`src/verilog/rbo_consts.vh`:
```
// Constants for the ROM bootstrap overlay block.
// Overview of operation
// RQ1 - Load-start only when stopped and not running.
// RQ2 - Load-start while running raises console interrupt.
// RQ3 - Data switches choose loader input device.
// RQ4 - Entry runs restart: reset, PC zero, start.
// RQ5 - Overlay built only with power-up restart logic.
// RQ6 - Fetches from ROM, data cycles to core.
// RQ7 - Standard build ends overlay at ROM 005F.
// RQ8 - Extended build ends overlay at ROM 007F.
// RQ9 - Small core: reads at 7000+ return ROM.
// RQ10 - Software reads ROM window in word mode.
// RQ11 - Full 32K core disables ROM read window.
// RQ12 - No core locations reserved by the overlay.
// RQ13 - After end, low fetches go to core.
`ifndef RBO_CONSTS_VH
`define RBO_CONSTS_VH
`define RBO_ADDR_W 15
`define RBO_DATA_W 16
`define RBO_ROM_AW 7
`define RBO_END_STD 15'h005F
`define RBO_END_EXT 15'h007F
`define RBO_DIAG_BASE 15'h7000
`define RBO_DEV_TTY 3'h0
`define RBO_DEV_FASTPT 3'h1
`define RBO_DEV_MAGTAPE 3'h2
`define RBO_DEV_CASSETTE 3'h3
`define RBO_DEV_DISK 3'h4
`define RBO_WB_CTRL 4'h0
`define RBO_WB_STAT 4'h4
`define RBO_CTRL_EXT_BIT 0
`define RBO_CTRL_FULL_BIT 1
`define RBO_CTRL_RST 2'h0
`endif

```
`src/verilog/rbo_overlay.v`:
```
// ROM bootstrap overlay: panel start, restart request, fetch steering, ROM window.
//
// Added by the designer: the address map and register access over Wishbone.
`timescale 1ns/1ps
`include "rbo_consts.vh"
module rbo_overlay #(
   parameter AW = `RBO_ADDR_W,  // Word address width.
   parameter DW = `RBO_DATA_W   // Data width.
) (
   input  wire          clock,
   input  wire          rst_n,
   input  wire          restartPresent,
   input  wire          loadStartSwitch,
   input  wire          stopSwitchUp,
   input  wire          runMode,
   input  wire [3:0]    dataSwitchesDown,
   output reg           restartRequest,
   output reg           consoleInterrupt,
   output reg  [2:0]    loadDevice,
   output wire          overlayActive,
   input  wire          cpuReq,
   input  wire          cpuFetch,
   input  wire          cpuWrite,
   input  wire          cpuByteMode,
   input  wire [AW-1:0] cpuAddr,
   output reg           cpuAck,
   output reg  [DW-1:0] cpuRdata,
   output reg           cpuFromRom,
   output wire          coreReq,
   output wire          coreWrite,
   output wire [AW-1:0] coreAddr,
   input  wire          coreAck,
   input  wire [DW-1:0] coreRdata,
   input  wire          wb_cyc_i,
   input  wire          wb_stb_i,
   input  wire          wb_we_i,
   input  wire [3:0]    wb_adr_i,
   input  wire [3:0]    wb_sel_i,
   input  wire [31:0]   wb_dat_i,
   output reg  [31:0]   wb_dat_o,
   output reg           wb_ack_o
);
   localparam ST_IDLE   = 2'h0;  // No memory cycle in progress.
   localparam ST_ROM    = 2'h1;  // Waiting for ROM read data.
   localparam ST_CORE   = 2'h2;  // Core cycle outstanding.
   localparam ST_ROMOUT = 2'h3;  // ROM word ready, acknowledge.

   reg  [1:0]  ctrl_q;          // Build options: extended end, full core.
   reg         active_q;        // Overlay in force.
   reg         loadPrev_q;      // Switch level last cycle for edge detect.
   reg  [1:0]  state_q;         // Memory cycle state.
   reg  [1:0]  state_d;         // Next memory cycle state.
   reg         isRom_q;         // Current cycle served from ROM.
   reg         endHit_q;        // Current fetch is the terminal instruction.
   reg  [AW-1:0] addr_q;        // Latched cycle address.
   wire [DW-1:0] romData;       // ROM read data.
   wire        loadPress;       // One-cycle press of the load-start switch.
   wire        extBuild;        // Extended termination address selected.
   wire        fullCore;        // Machine has 32K of core.
   wire        romSel;          // Decoded ROM service for a new cycle.
   wire        wbReq;           // Wishbone strobe.

   assign extBuild = ctrl_q[`RBO_CTRL_EXT_BIT];
   assign fullCore = ctrl_q[`RBO_CTRL_FULL_BIT];
   assign loadPress = loadStartSwitch & ~loadPrev_q;
   assign overlayActive = active_q;
   assign wbReq = wb_cyc_i & wb_stb_i;

   // Decides whether a new cycle is answered by the ROM.
   function romRoute;
      input          act;
      input          fetch;
      input          wr;
      input          full;
      input [AW-1:0] a;
      begin
         // Fetches in the low 128 words go to ROM only while loading.
         romRoute = (act & fetch & (a[AW-1:`RBO_ROM_AW] == 0)) |  // RQ6 RQ13
                    // Diagnostic read window exists only on small-core machines.
                    (~fetch & ~wr & ~full & (a >= `RBO_DIAG_BASE));  // RQ9 RQ11
      end
   endfunction

   assign romSel = romRoute(active_q, cpuFetch, cpuWrite, fullCore, cpuAddr);

   // Core sees every cycle the ROM does not serve, data cycles to low memory included.
   assign coreReq   = (state_q == ST_CORE);  // RQ6 RQ12
   assign coreWrite = cpuWrite;
   assign coreAddr  = addr_q;

   rbo_rom #(
      .AW(`RBO_ROM_AW),
      .DW(DW)
   ) u_rom (
      .clock(clock),
      .addr (addr_q[`RBO_ROM_AW-1:0]),  // RQ9
      .data (romData)
   );

   // Panel handling: start only when stopped, flag the console only while running.
   always @(posedge clock) begin
      if (!rst_n) begin
         loadPrev_q       <= 1'b0;
         restartRequest   <= 1'b0;
         consoleInterrupt <= 1'b0;
         loadDevice       <= `RBO_DEV_TTY;
      end else begin
         loadPrev_q       <= loadStartSwitch;
         // Without the restart logic present the option stays inert.
         restartRequest   <= loadPress & restartPresent & stopSwitchUp & ~runMode;  // RQ1 RQ4 RQ5
         consoleInterrupt <= loadPress & runMode;  // RQ2
         if (loadPress & restartPresent & stopSwitchUp & ~runMode) begin
            // Lowest switch down wins if several are down.
            if (dataSwitchesDown[0]) begin  // RQ3
               loadDevice <= `RBO_DEV_FASTPT;
            end else if (dataSwitchesDown[1]) begin
               loadDevice <= `RBO_DEV_MAGTAPE;
            end else if (dataSwitchesDown[2]) begin
               loadDevice <= `RBO_DEV_CASSETTE;
            end else if (dataSwitchesDown[3]) begin
               loadDevice <= `RBO_DEV_DISK;
            end else begin
               loadDevice <= `RBO_DEV_TTY;
            end
         end
      end
   end

   // Overlay flag: set on entry, cleared when the terminal ROM fetch completes.
   always @(posedge clock) begin
      if (!rst_n) begin
         active_q <= 1'b0;
      end else if (loadPress & restartPresent & stopSwitchUp & ~runMode) begin
         active_q <= 1'b1;  // RQ4
      end else if (state_q == ST_ROMOUT && endHit_q) begin
         active_q <= 1'b0;  // RQ7 RQ8 RQ13
      end
   end

   // Next state of the memory cycle sequencer.
   always @* begin
      state_d = state_q;
      case (state_q)
         ST_IDLE: begin
            // A request still standing in its own acknowledge cycle is not taken again.
            if (cpuReq && !cpuAck) begin
               state_d = romSel ? ST_ROM : ST_CORE;
            end
         end
         ST_ROM: begin
            state_d = ST_ROMOUT;
         end
         ST_CORE: begin
            if (coreAck) begin
               state_d = ST_IDLE;
            end
         end
         ST_ROMOUT: begin
            state_d = ST_IDLE;
         end
         default: begin
            state_d = ST_IDLE;
         end
      endcase
   end

   // Cycle sequencer with latched address and answer path.
   always @(posedge clock) begin
      if (!rst_n) begin
         state_q    <= ST_IDLE;
         isRom_q    <= 1'b0;
         endHit_q   <= 1'b0;
         addr_q     <= {AW{1'b0}};
         cpuAck     <= 1'b0;
         cpuRdata   <= {DW{1'b0}};
         cpuFromRom <= 1'b0;
      end else begin
         state_q <= state_d;
         cpuAck  <= 1'b0;
         if (state_q == ST_IDLE && cpuReq && !cpuAck) begin
            addr_q   <= cpuAddr;
            isRom_q  <= romSel;
            // Terminal address depends on the build option.
            endHit_q <= cpuFetch & romSel &
                        (cpuAddr == (extBuild ? `RBO_END_EXT : `RBO_END_STD));  // RQ7 RQ8
         end
         if (state_q == ST_ROMOUT) begin
            cpuAck     <= 1'b1;
            // Byte-mode reads of the window get the whole word; software must not use them.
            cpuRdata   <= romData;  // RQ10
            cpuFromRom <= 1'b1;
         end else if (state_q == ST_CORE && coreAck) begin
            cpuAck     <= 1'b1;
            cpuRdata   <= coreRdata;
            cpuFromRom <= 1'b0;
         end
      end
   end

   // Wishbone slave: build option control and status, one wait state.
   always @(posedge clock) begin
      if (!rst_n) begin
         ctrl_q   <= `RBO_CTRL_RST;
         wb_ack_o <= 1'b0;
         wb_dat_o <= 32'h00000000;
      end else begin
         wb_ack_o <= wbReq & ~wb_ack_o;
         if (wbReq && !wb_ack_o) begin
            if (wb_we_i && wb_adr_i == `RBO_WB_CTRL && wb_sel_i[0]) begin
               ctrl_q <= wb_dat_i[1:0];
            end
            case (wb_adr_i)
               `RBO_WB_CTRL: wb_dat_o <= {30'h00000000, ctrl_q};
               `RBO_WB_STAT: wb_dat_o <= {26'h0000000, isRom_q, loadDevice,
                                          restartPresent, active_q};
               default:      wb_dat_o <= 32'h00000000;
            endcase
         end
      end
   end
endmodule

```
`src/verilog/rbo_rom.v`:
```
// Loader ROM storage of the bootstrap overlay.
`timescale 1ns/1ps
`include "rbo_consts.vh"
module rbo_rom #(
   parameter AW = `RBO_ROM_AW,  // Word address width.
   parameter DW = `RBO_DATA_W   // Word width.
) (
   input  wire          clock,
   input  wire [AW-1:0] addr,
   output reg  [DW-1:0] data
);
   // Contents are a plain default image; a real loader image replaces the table.
   reg [DW-1:0] mem [0:(1<<AW)-1];  // Loader words.
   integer i;                       // Fill index.

   // Default image: each word holds its own address, which a diagnostic can verify.
   initial begin
      for (i = 0; i < (1<<AW); i = i + 1) begin
         mem[i] = i[DW-1:0];
      end
   end

   // Registered read, one cycle of latency.
   always @(posedge clock) begin
      data <= mem[addr];
   end
endmodule
```
`config.mk`:
```
export PLATFORM = sky130hd
export DESIGN_NAME = rbo_overlay
export DESIGN_NICKNAME = d
export VERILOG_FILES = /design/src/verilog/rbo_overlay.v /design/src/verilog/rbo_rom.v
export VERILOG_INCLUDE_DIRS = /design/src /design/src/verilog
export SDC_FILE = /design/constraint.sdc
export NUM_CORES = 1
export LEC_CHECK = 0
export BUFFER_PORTS_ARGS = -buffer_cell sky130_fd_sc_hd__buf_4
export CORE_MARGIN = 2
export CORE_UTILIZATION = 25
export CTS_BUF_LIST = sky130_fd_sc_hd__clkbuf_16
export CTS_CLUSTER_DIAMETER = 60
export CTS_CLUSTER_SIZE = 24
export DETAILED_ROUTE_END_ITERATION = 7
export SYNTH_ARGS = -nofsm -noshare
export SYNTH_HDL_FRONTEND = slang
export SYNTH_SLANG_ARGS = --single-unit
export TNS_END_PERCENT = 10
```
`constraint.sdc`:
```
create_clock -name clock -period 2.7 [get_ports clock]
set_input_delay 0.27 -clock clock [delete_from_list [all_inputs] [get_ports clock]]
set_output_delay 0.27 -clock clock [all_outputs]
set_load 0.01 [all_outputs]
```
==> results_dict.tcl, run 1 <==
set metrics [dict create \
    hold_violations 0 \
    grt_util_met3 0.04542 \
    max_clock_freq_mhz 554.6 \
    place_area_um2 3204 \
    total_power_mw 2.276 \
    final_cell_mix "104 x buf_4, 60 x nand2_1, 60 x dfxtp_1" \
    vias 2146 \
    synth_cell_types 37 \
    ys_seq_elements 60 \
    period_share 0.6678 \
    powerDensity_nw_per_um2 652.3 \
    ios 163 \
    wl_per_cell_um 12.09 \
    met1_usage 0.1430 \
    grt_pass1_wl_um 9459 \
    dieArea_um2 10580 \
    dieHeight_um 102.8 \
    dp.cells 500 \
    cts_sinks 60 \
    htreeDepth 3 \
    worstPathMaxFanout 16 \
    nFillCells 1040 \
    maxCapViolations 0 \
    grt_overflow 0 \
    skew_ns 0.004921 \
    synth_warnings 0 \
    nets 467 \
    arrival_ns 2.02 \
    cts_made_buffers 9 \
    synth_top_flop_cell "dfxtp_1" \
    globalRouteMet2Util 0.1941 \
    setup_viol 0 \
    worstMarginPinSlew_ns 0.8169 \
    viasPerCell 4.159 \
    antenna_found_initial 0 \
    grtUsageTotal 0.1179 \
    leakage_nw 1.519 \
    syn_area_um2 2442 \
    ir_worst_vdd_mv 0.2220 \
    fin_crit_ns 1.803 \
    row_count 36 \
    port_buffers 102 \
    clkLatencyLatePin_ns 0.31 \
    drcViolationCount 0 \
    gp_congestion 0.6662 \
    synth.avg_cell_area_um2 8.723 \
    final.setup.tns_ns 0 \
    whs_path_depth 2 \
    relSlewSlack 0.4541 \
    ys_seq_area_frac 0.4918 \
    dp_hpwl_um 4597 \
    cts-root-buf "clkbuf_16" \
    drive_gt1_frac 0.3342 \
    async_flop_share 0 \
    drtIter0Drc 46 \
    hold_path.class "in2reg" \
    worst-r2r-cell-count 4 \
    num_antenna_cells 0 \
    final_cells 516 \
    dieWidth_um 102.8 \
    required_ns 2.92 \
    timing.hold.ws_ns 0.1861 \
    status "finished clean" \
    cts_resized 0 \
    final-max-slew-violation-count 0 \
    synthCells 280 \
    grt_pass1_vias 1930 \
    clkTransAtPathRegs_ns 0.05 \
    wirelength_um 6236 \
    initial_core_util 0.2534 \
    path_class "reg2reg" \
    startpoint_type "flop" \
    cts_tree "built" \
    grt-busiest-layer "met2" \
    rsz0062_at_grt "no" \
    clock_path_buffers 2 \
    coreArea_um2 9639 \
    crit_path_end_kind "flop" \
    final_common_cell "buf_4" \
    firstDrtPassIters 4 \
    synth_edf_count 0 \
    grt_max_degree 38 \
    ant_nets 0 \
    syn_to_final_growth_pct 42.83 \
    postCtsSetupRepairBufs 0 \
    hold_buffers 0 \
    design_area_um2 3488 \
]
worst paths after layout:
path,from,endpoint,slack (ns)
max,state_q[1],cpuRdata[1],0.90
min,loadStartSwitch,loadPrev_q,0.19
min reg2reg,coreAddr[2],u_rom.data[2],0.37
max reg2reg,state_q[1],cpuRdata[1],0.90
worst max-delay path, cell delays in order (launching register included):
cell and delay [ns]:
dfxtp_1 0.51, nor2b_4 0.23, and2_1 0.55, nand2_1 0.13
a311oi_1 0.30
metrics by stage:
step	setup WS (ns)	utilization
after global routing	0.7567	0.3619
final	0.8970	0.3619
after global placement	0.9935	0.3324
after CTS	0.8629	0.3619
after floorplan	1.296	-
after detailed placement	0.8832	0.3324
area by class of cell:
type                    instances  area (um2)  area share
inverters                       2       7.507    0.002152
repair buffers                104       780.7      0.2238
multi-input cells             201        1049      0.3006
clock buffers                   9       225.2     0.06456
well taps                     133       166.4     0.04770
flip-flops and latches         60        1201      0.3443
clock inverters                 7       58.81     0.01686
logic make-up after synthesis:
| logic type | after synthesis | synth area share |
|---|---|---|
| mux | 6 | 0.02561 |
| compound gates | 48 | 0.1230 |
| other cells | 1 | 0.001535 |
| simple gates | 120 | 0.2372 |
| flops | 60 | 0.4918 |
| buf+inv | 44 | 0.1173 |
| xor+xnor | 1 | 0.003587 |
routing by layer:
metal	vias to the layer above	part of all wire	wire [um]
li1	1103	-	-
met1	953	0.43	2662
met2	84	0.49	3026
met3	6	0.079	495
met4	0	0.0082	51
met5	-	0	0
power breakdown:
group	switching [mW]	internal [mW]	total, mW
Combinational	0.130	0.122	0.252
Sequential	0.0238	0.927	0.951
Clock	0.374	0.699	1.07
synthesized netlist by cell type, types with 2 or more instances:
| cell type | count | share of area |
|---|---|---|
| and2_1 | 2 | 0.0051 |
| nor3_1 | 5 | 0.010 |
| inv_1 | 2 | 0.0031 |
| nor3_2 | 2 | 0.0082 |
| a22oi_1 | 6 | 0.018 |
| dfxtp_1 | 60 | 0.49 |
| nand3b_1 | 2 | 0.0061 |
| nand4_1 | 2 | 0.0051 |
| clkbuf_1 | 7 | 0.011 |
| o21ai_0 | 2 | 0.0041 |
| nand2_1 | 60 | 0.092 |
| nand3_1 | 12 | 0.025 |
| mux2i_1 | 4 | 0.016 |
| buf_2 | 4 | 0.0082 |
| mux2_2 | 2 | 0.0092 |
| a311oi_1 | 7 | 0.025 |
| or3_1 | 3 | 0.0077 |
| buf_4 | 29 | 0.089 |
| a21oi_1 | 30 | 0.061 |
| nor2_1 | 22 | 0.034 |
state kept, by name (all words and copies together), names as in the netlist:
signal and cells:
coreAddr 15, wb_dat_o 6, loadDevice 3, consoleInterrupt 1, endHit_q 1, restartRequest 1
ctrl_q 2, cpuAck 1, state_q 2, overlayActive 1, isRom_q 1, cpuFromRom 1
cpuRdata 16, loadPrev_q 1, wb_ack_o 1, u_rom.data 7
Power figures use the tool's default switching activity.
==> run 2: changes to the inputs <==
Settings changed: ABC_AREA set to 1.
Clock period 2.7 ns to 1.7 ns, I/O delays scaled along.
==> run 2 against run 1 <==
First-iteration DRC count rose by 46%. Critical path depth fell by 1. Sequential cell count did not move. Hold slack got worse by 0.13 ns. Largest power group unchanged. Final area rose by 3.0%. Die area rose by 2.3%.
==> results_dict.tcl, run 2 <==
set metrics [dict create \
    firstDrtPassIters 4 \
    rrSetupSlack_ns 0.43 \
    synth_common_cells "60 x dfxtp_1, 46 x nor2_1, 41 x nand2_1" \
    met3_length_um 432 \
    r2r-end "wb_dat_o[1]" \
    setup_viol 0 \
    arrival_ns 1.26 \
    setup.worst_path.start "state_q[1]" \
    cts_sinks 60 \
    ys_seq_elements 60 \
    grt_pass1_wl_um 10870 \
    skew_ns 0.004242 \
    max_clock_freq_mhz 700.5 \
    grtUsageTotal 0.1264 \
    wl_met2_um 2974 \
    synth_edf_count 0 \
    dp_slack_ns 0.4201 \
    grt_max_degree 34 \
    cts_tree "built" \
    worstPathCellList "nand2_1 > inv_2 > buf_4" \
    drcViolationCount 0 \
    crit_buf_inv 2 \
    hold_violations 0 \
    cp_num_cells 3 \
    initial_core_util 0.2571 \
    status "finished clean" \
    cts-root-buf "clkbuf_16" \
    final_util 0.3693 \
    syn_area_um2 2501 \
    place_area_um2 3301 \
    dp_hpwl_um 4910 \
    dieWidth_um 104.0 \
    ir_worst_vdd_mv 0.3669 \
    final.setup.tns_ns 0 \
    largest-register "cpuRdata" \
    required_ns 1.53 \
    dieHeight_um 104.0 \
    synth_cell_types 26 \
    crit_end "coreReq" \
    finalWorstSetupSlack_ns 0.2725 \
    nets 521 \
    cts_made_buffers 9 \
    largest_reg_flops 16 \
    num_antenna_cells 0 \
    gp_congestion 0.6844 \
    yosys-top-cells-area "dfxtp_1 48%, buf_4 9.0%, nor2_1 6.9%, nand2_1 6.2%, o21ai_0 5.8%" \
    critical-path-max-stage-delay_ns 0.47 \
    htreeDepth 3 \
    powerDensity_nw_per_um2 1056 \
    dieArea_um2 10820 \
    hold_buffers 0 \
    path_class "reg2out" \
    drive_gt1_frac 0.3043 \
    grt_pass1_vias 2243 \
    drtIter0Drc 67 \
    worst-r2r-cell-count 7 \
    cts_resized 0 \
    ios 163 \
    syn_to_final_growth_pct 43.67 \
    row_count 36 \
    synth.avg_cell_area_um2 7.649 \
    design_area_um2 3593 \
    viasPerCell 4.109 \
    final_common_cell "buf_4" \
    maxCapViolations 0 \
    highest_layer "met4" \
    postCtsSetupRepairBufs 0 \
    reg2reg_from "wb_ack_o" \
    synth_top_flop_cell "dfxtp_1" \
    dp.cells 554 \
    port_buffers 102 \
    leakage_nw 1.727 \
    synth.most_common_cell "dfxtp_1" \
    final_cells 570 \
    startpoint_type "flop" \
    final-max-slew-violation-count 0 \
    critPathTopFamily "flip-flops" \
    synth_warnings 0 \
    grt_overflow 0 \
    antenna_found_initial 0 \
    ant_nets 0 \
    wirelength_um 6528 \
    wl_per_cell_um 11.45 \
    coreArea_um2 9729 \
    synth_top_area_cell "dfxtp_1" \
    synthCells 327 \
    async_flop_share 0 \
    wl_met1_um 3008 \
    clkTransAtPathRegs_ns 0.05 \
    yosysTopAreaCellShare 0.4802 \
    fin_crit_ns 1.427 \
    worstPathMaxFanout 10 \
    clkLatencyLatePin_ns 0.32 \
    slowest_stage "dfxtp_1" \
    ys_seq_area_frac 0.4802 \
    period_share 0.8397 \
    rsz0062_at_grt "no" \
    final_cell_mix "108 x buf_4, 60 x dfxtp_1, 46 x nor2_1" \
    crit_path_end_kind "output port" \
    clock_path_buffers 2 \
    vias 2342 \
    hold_path.class "in2reg" \
]
## run 2: changes by cell type in the layout (fill, tap and decap cells not counted), sizes merged, moves of 6 or more
| cell | delta |
|---|---|
| a21oi | -13 |
| a22oi | -6 |
| nor2 | +25 |
| inv | +33 |
| a311oi | -7 |
| o21ai | +37 |
| nand3 | +14 |
| nand2 | -18 |
| a31oi | +7 |
## run 2: how the worst min path moves through the flow
stage	start	endpoint	slack, ns	depth (start not counted)
final	loadStartSwitch	loadPrev_q	0.06	3
after global routing	cpuAddr[1]	coreAddr[1]	0.08	3
after CTS	loadStartSwitch	loadPrev_q	0.05	3
after detailed placement	coreAddr[4]	u_rom.data[4]	0.36	0
after global placement	coreAddr[4]	u_rom.data[4]	0.36	0
after floorplan	rst_n	restartRequest	0.28	2
## run 2: through the flow
step | total power [mW] | hold slack, ns
2_1_floorplan | 1.847 | 0.2810
3_5_place_dp | 2.069 | 0.3635
5_1_grt | 3.995 | 0.07716
6_report | 3.793 | 0.05885
3_3_place_gp | 2.061 | 0.3619
4_1_cts | 3.863 | 0.04836
## run 2: tightest hold or removal path, stage by stage
cell     delay (ns)
buf_4          0.08
nand2_1        0.05
inv_1          0.05
## run 2: layer usage
metal  up-vias  GRT usage
li1       1217          -
met2        78     0.2016
met4         0    0.05598
met5         -          0
met3        10    0.04323
met1      1037     0.1541
## run 2: layout make-up
| class | instances | area, um2 |
|---|---|---|
| clock buffer | 9 | 225.2 |
| inverter | 37 | 138.9 |
| sequential | 60 | 1201 |
| clock inverter | 7 | 67.56 |
| timing repair buffer | 108 | 810.8 |
| multi-input combinational | 216 | 983.4 |
| tap | 133 | 166.4 |
| fill | 1050 | 6136 |
## run 2: logic make-up (layout without fill, tap and decap cells)
kind of cell / Yosys count / count (layout) / share of synthesized area
AO/OA/AOI/OAI: 70 / 70 / 0.1511
buffers and inverters: 76 / 161 / 0.1641
flip-flops: 60 / 60 / 0.4802
other: 1 / 26 / 0.001499
AND/OR/NAND/NOR: 120 / 120 / 0.2031
## run 2: report_power, final
part,switching [mW],total (mW),internal (mW)
Combinational,0.255,0.488,0.233
Clock,0.635,1.76,1.12
Sequential,0.0496,1.55,1.50
Total,0.940,3.79,2.85
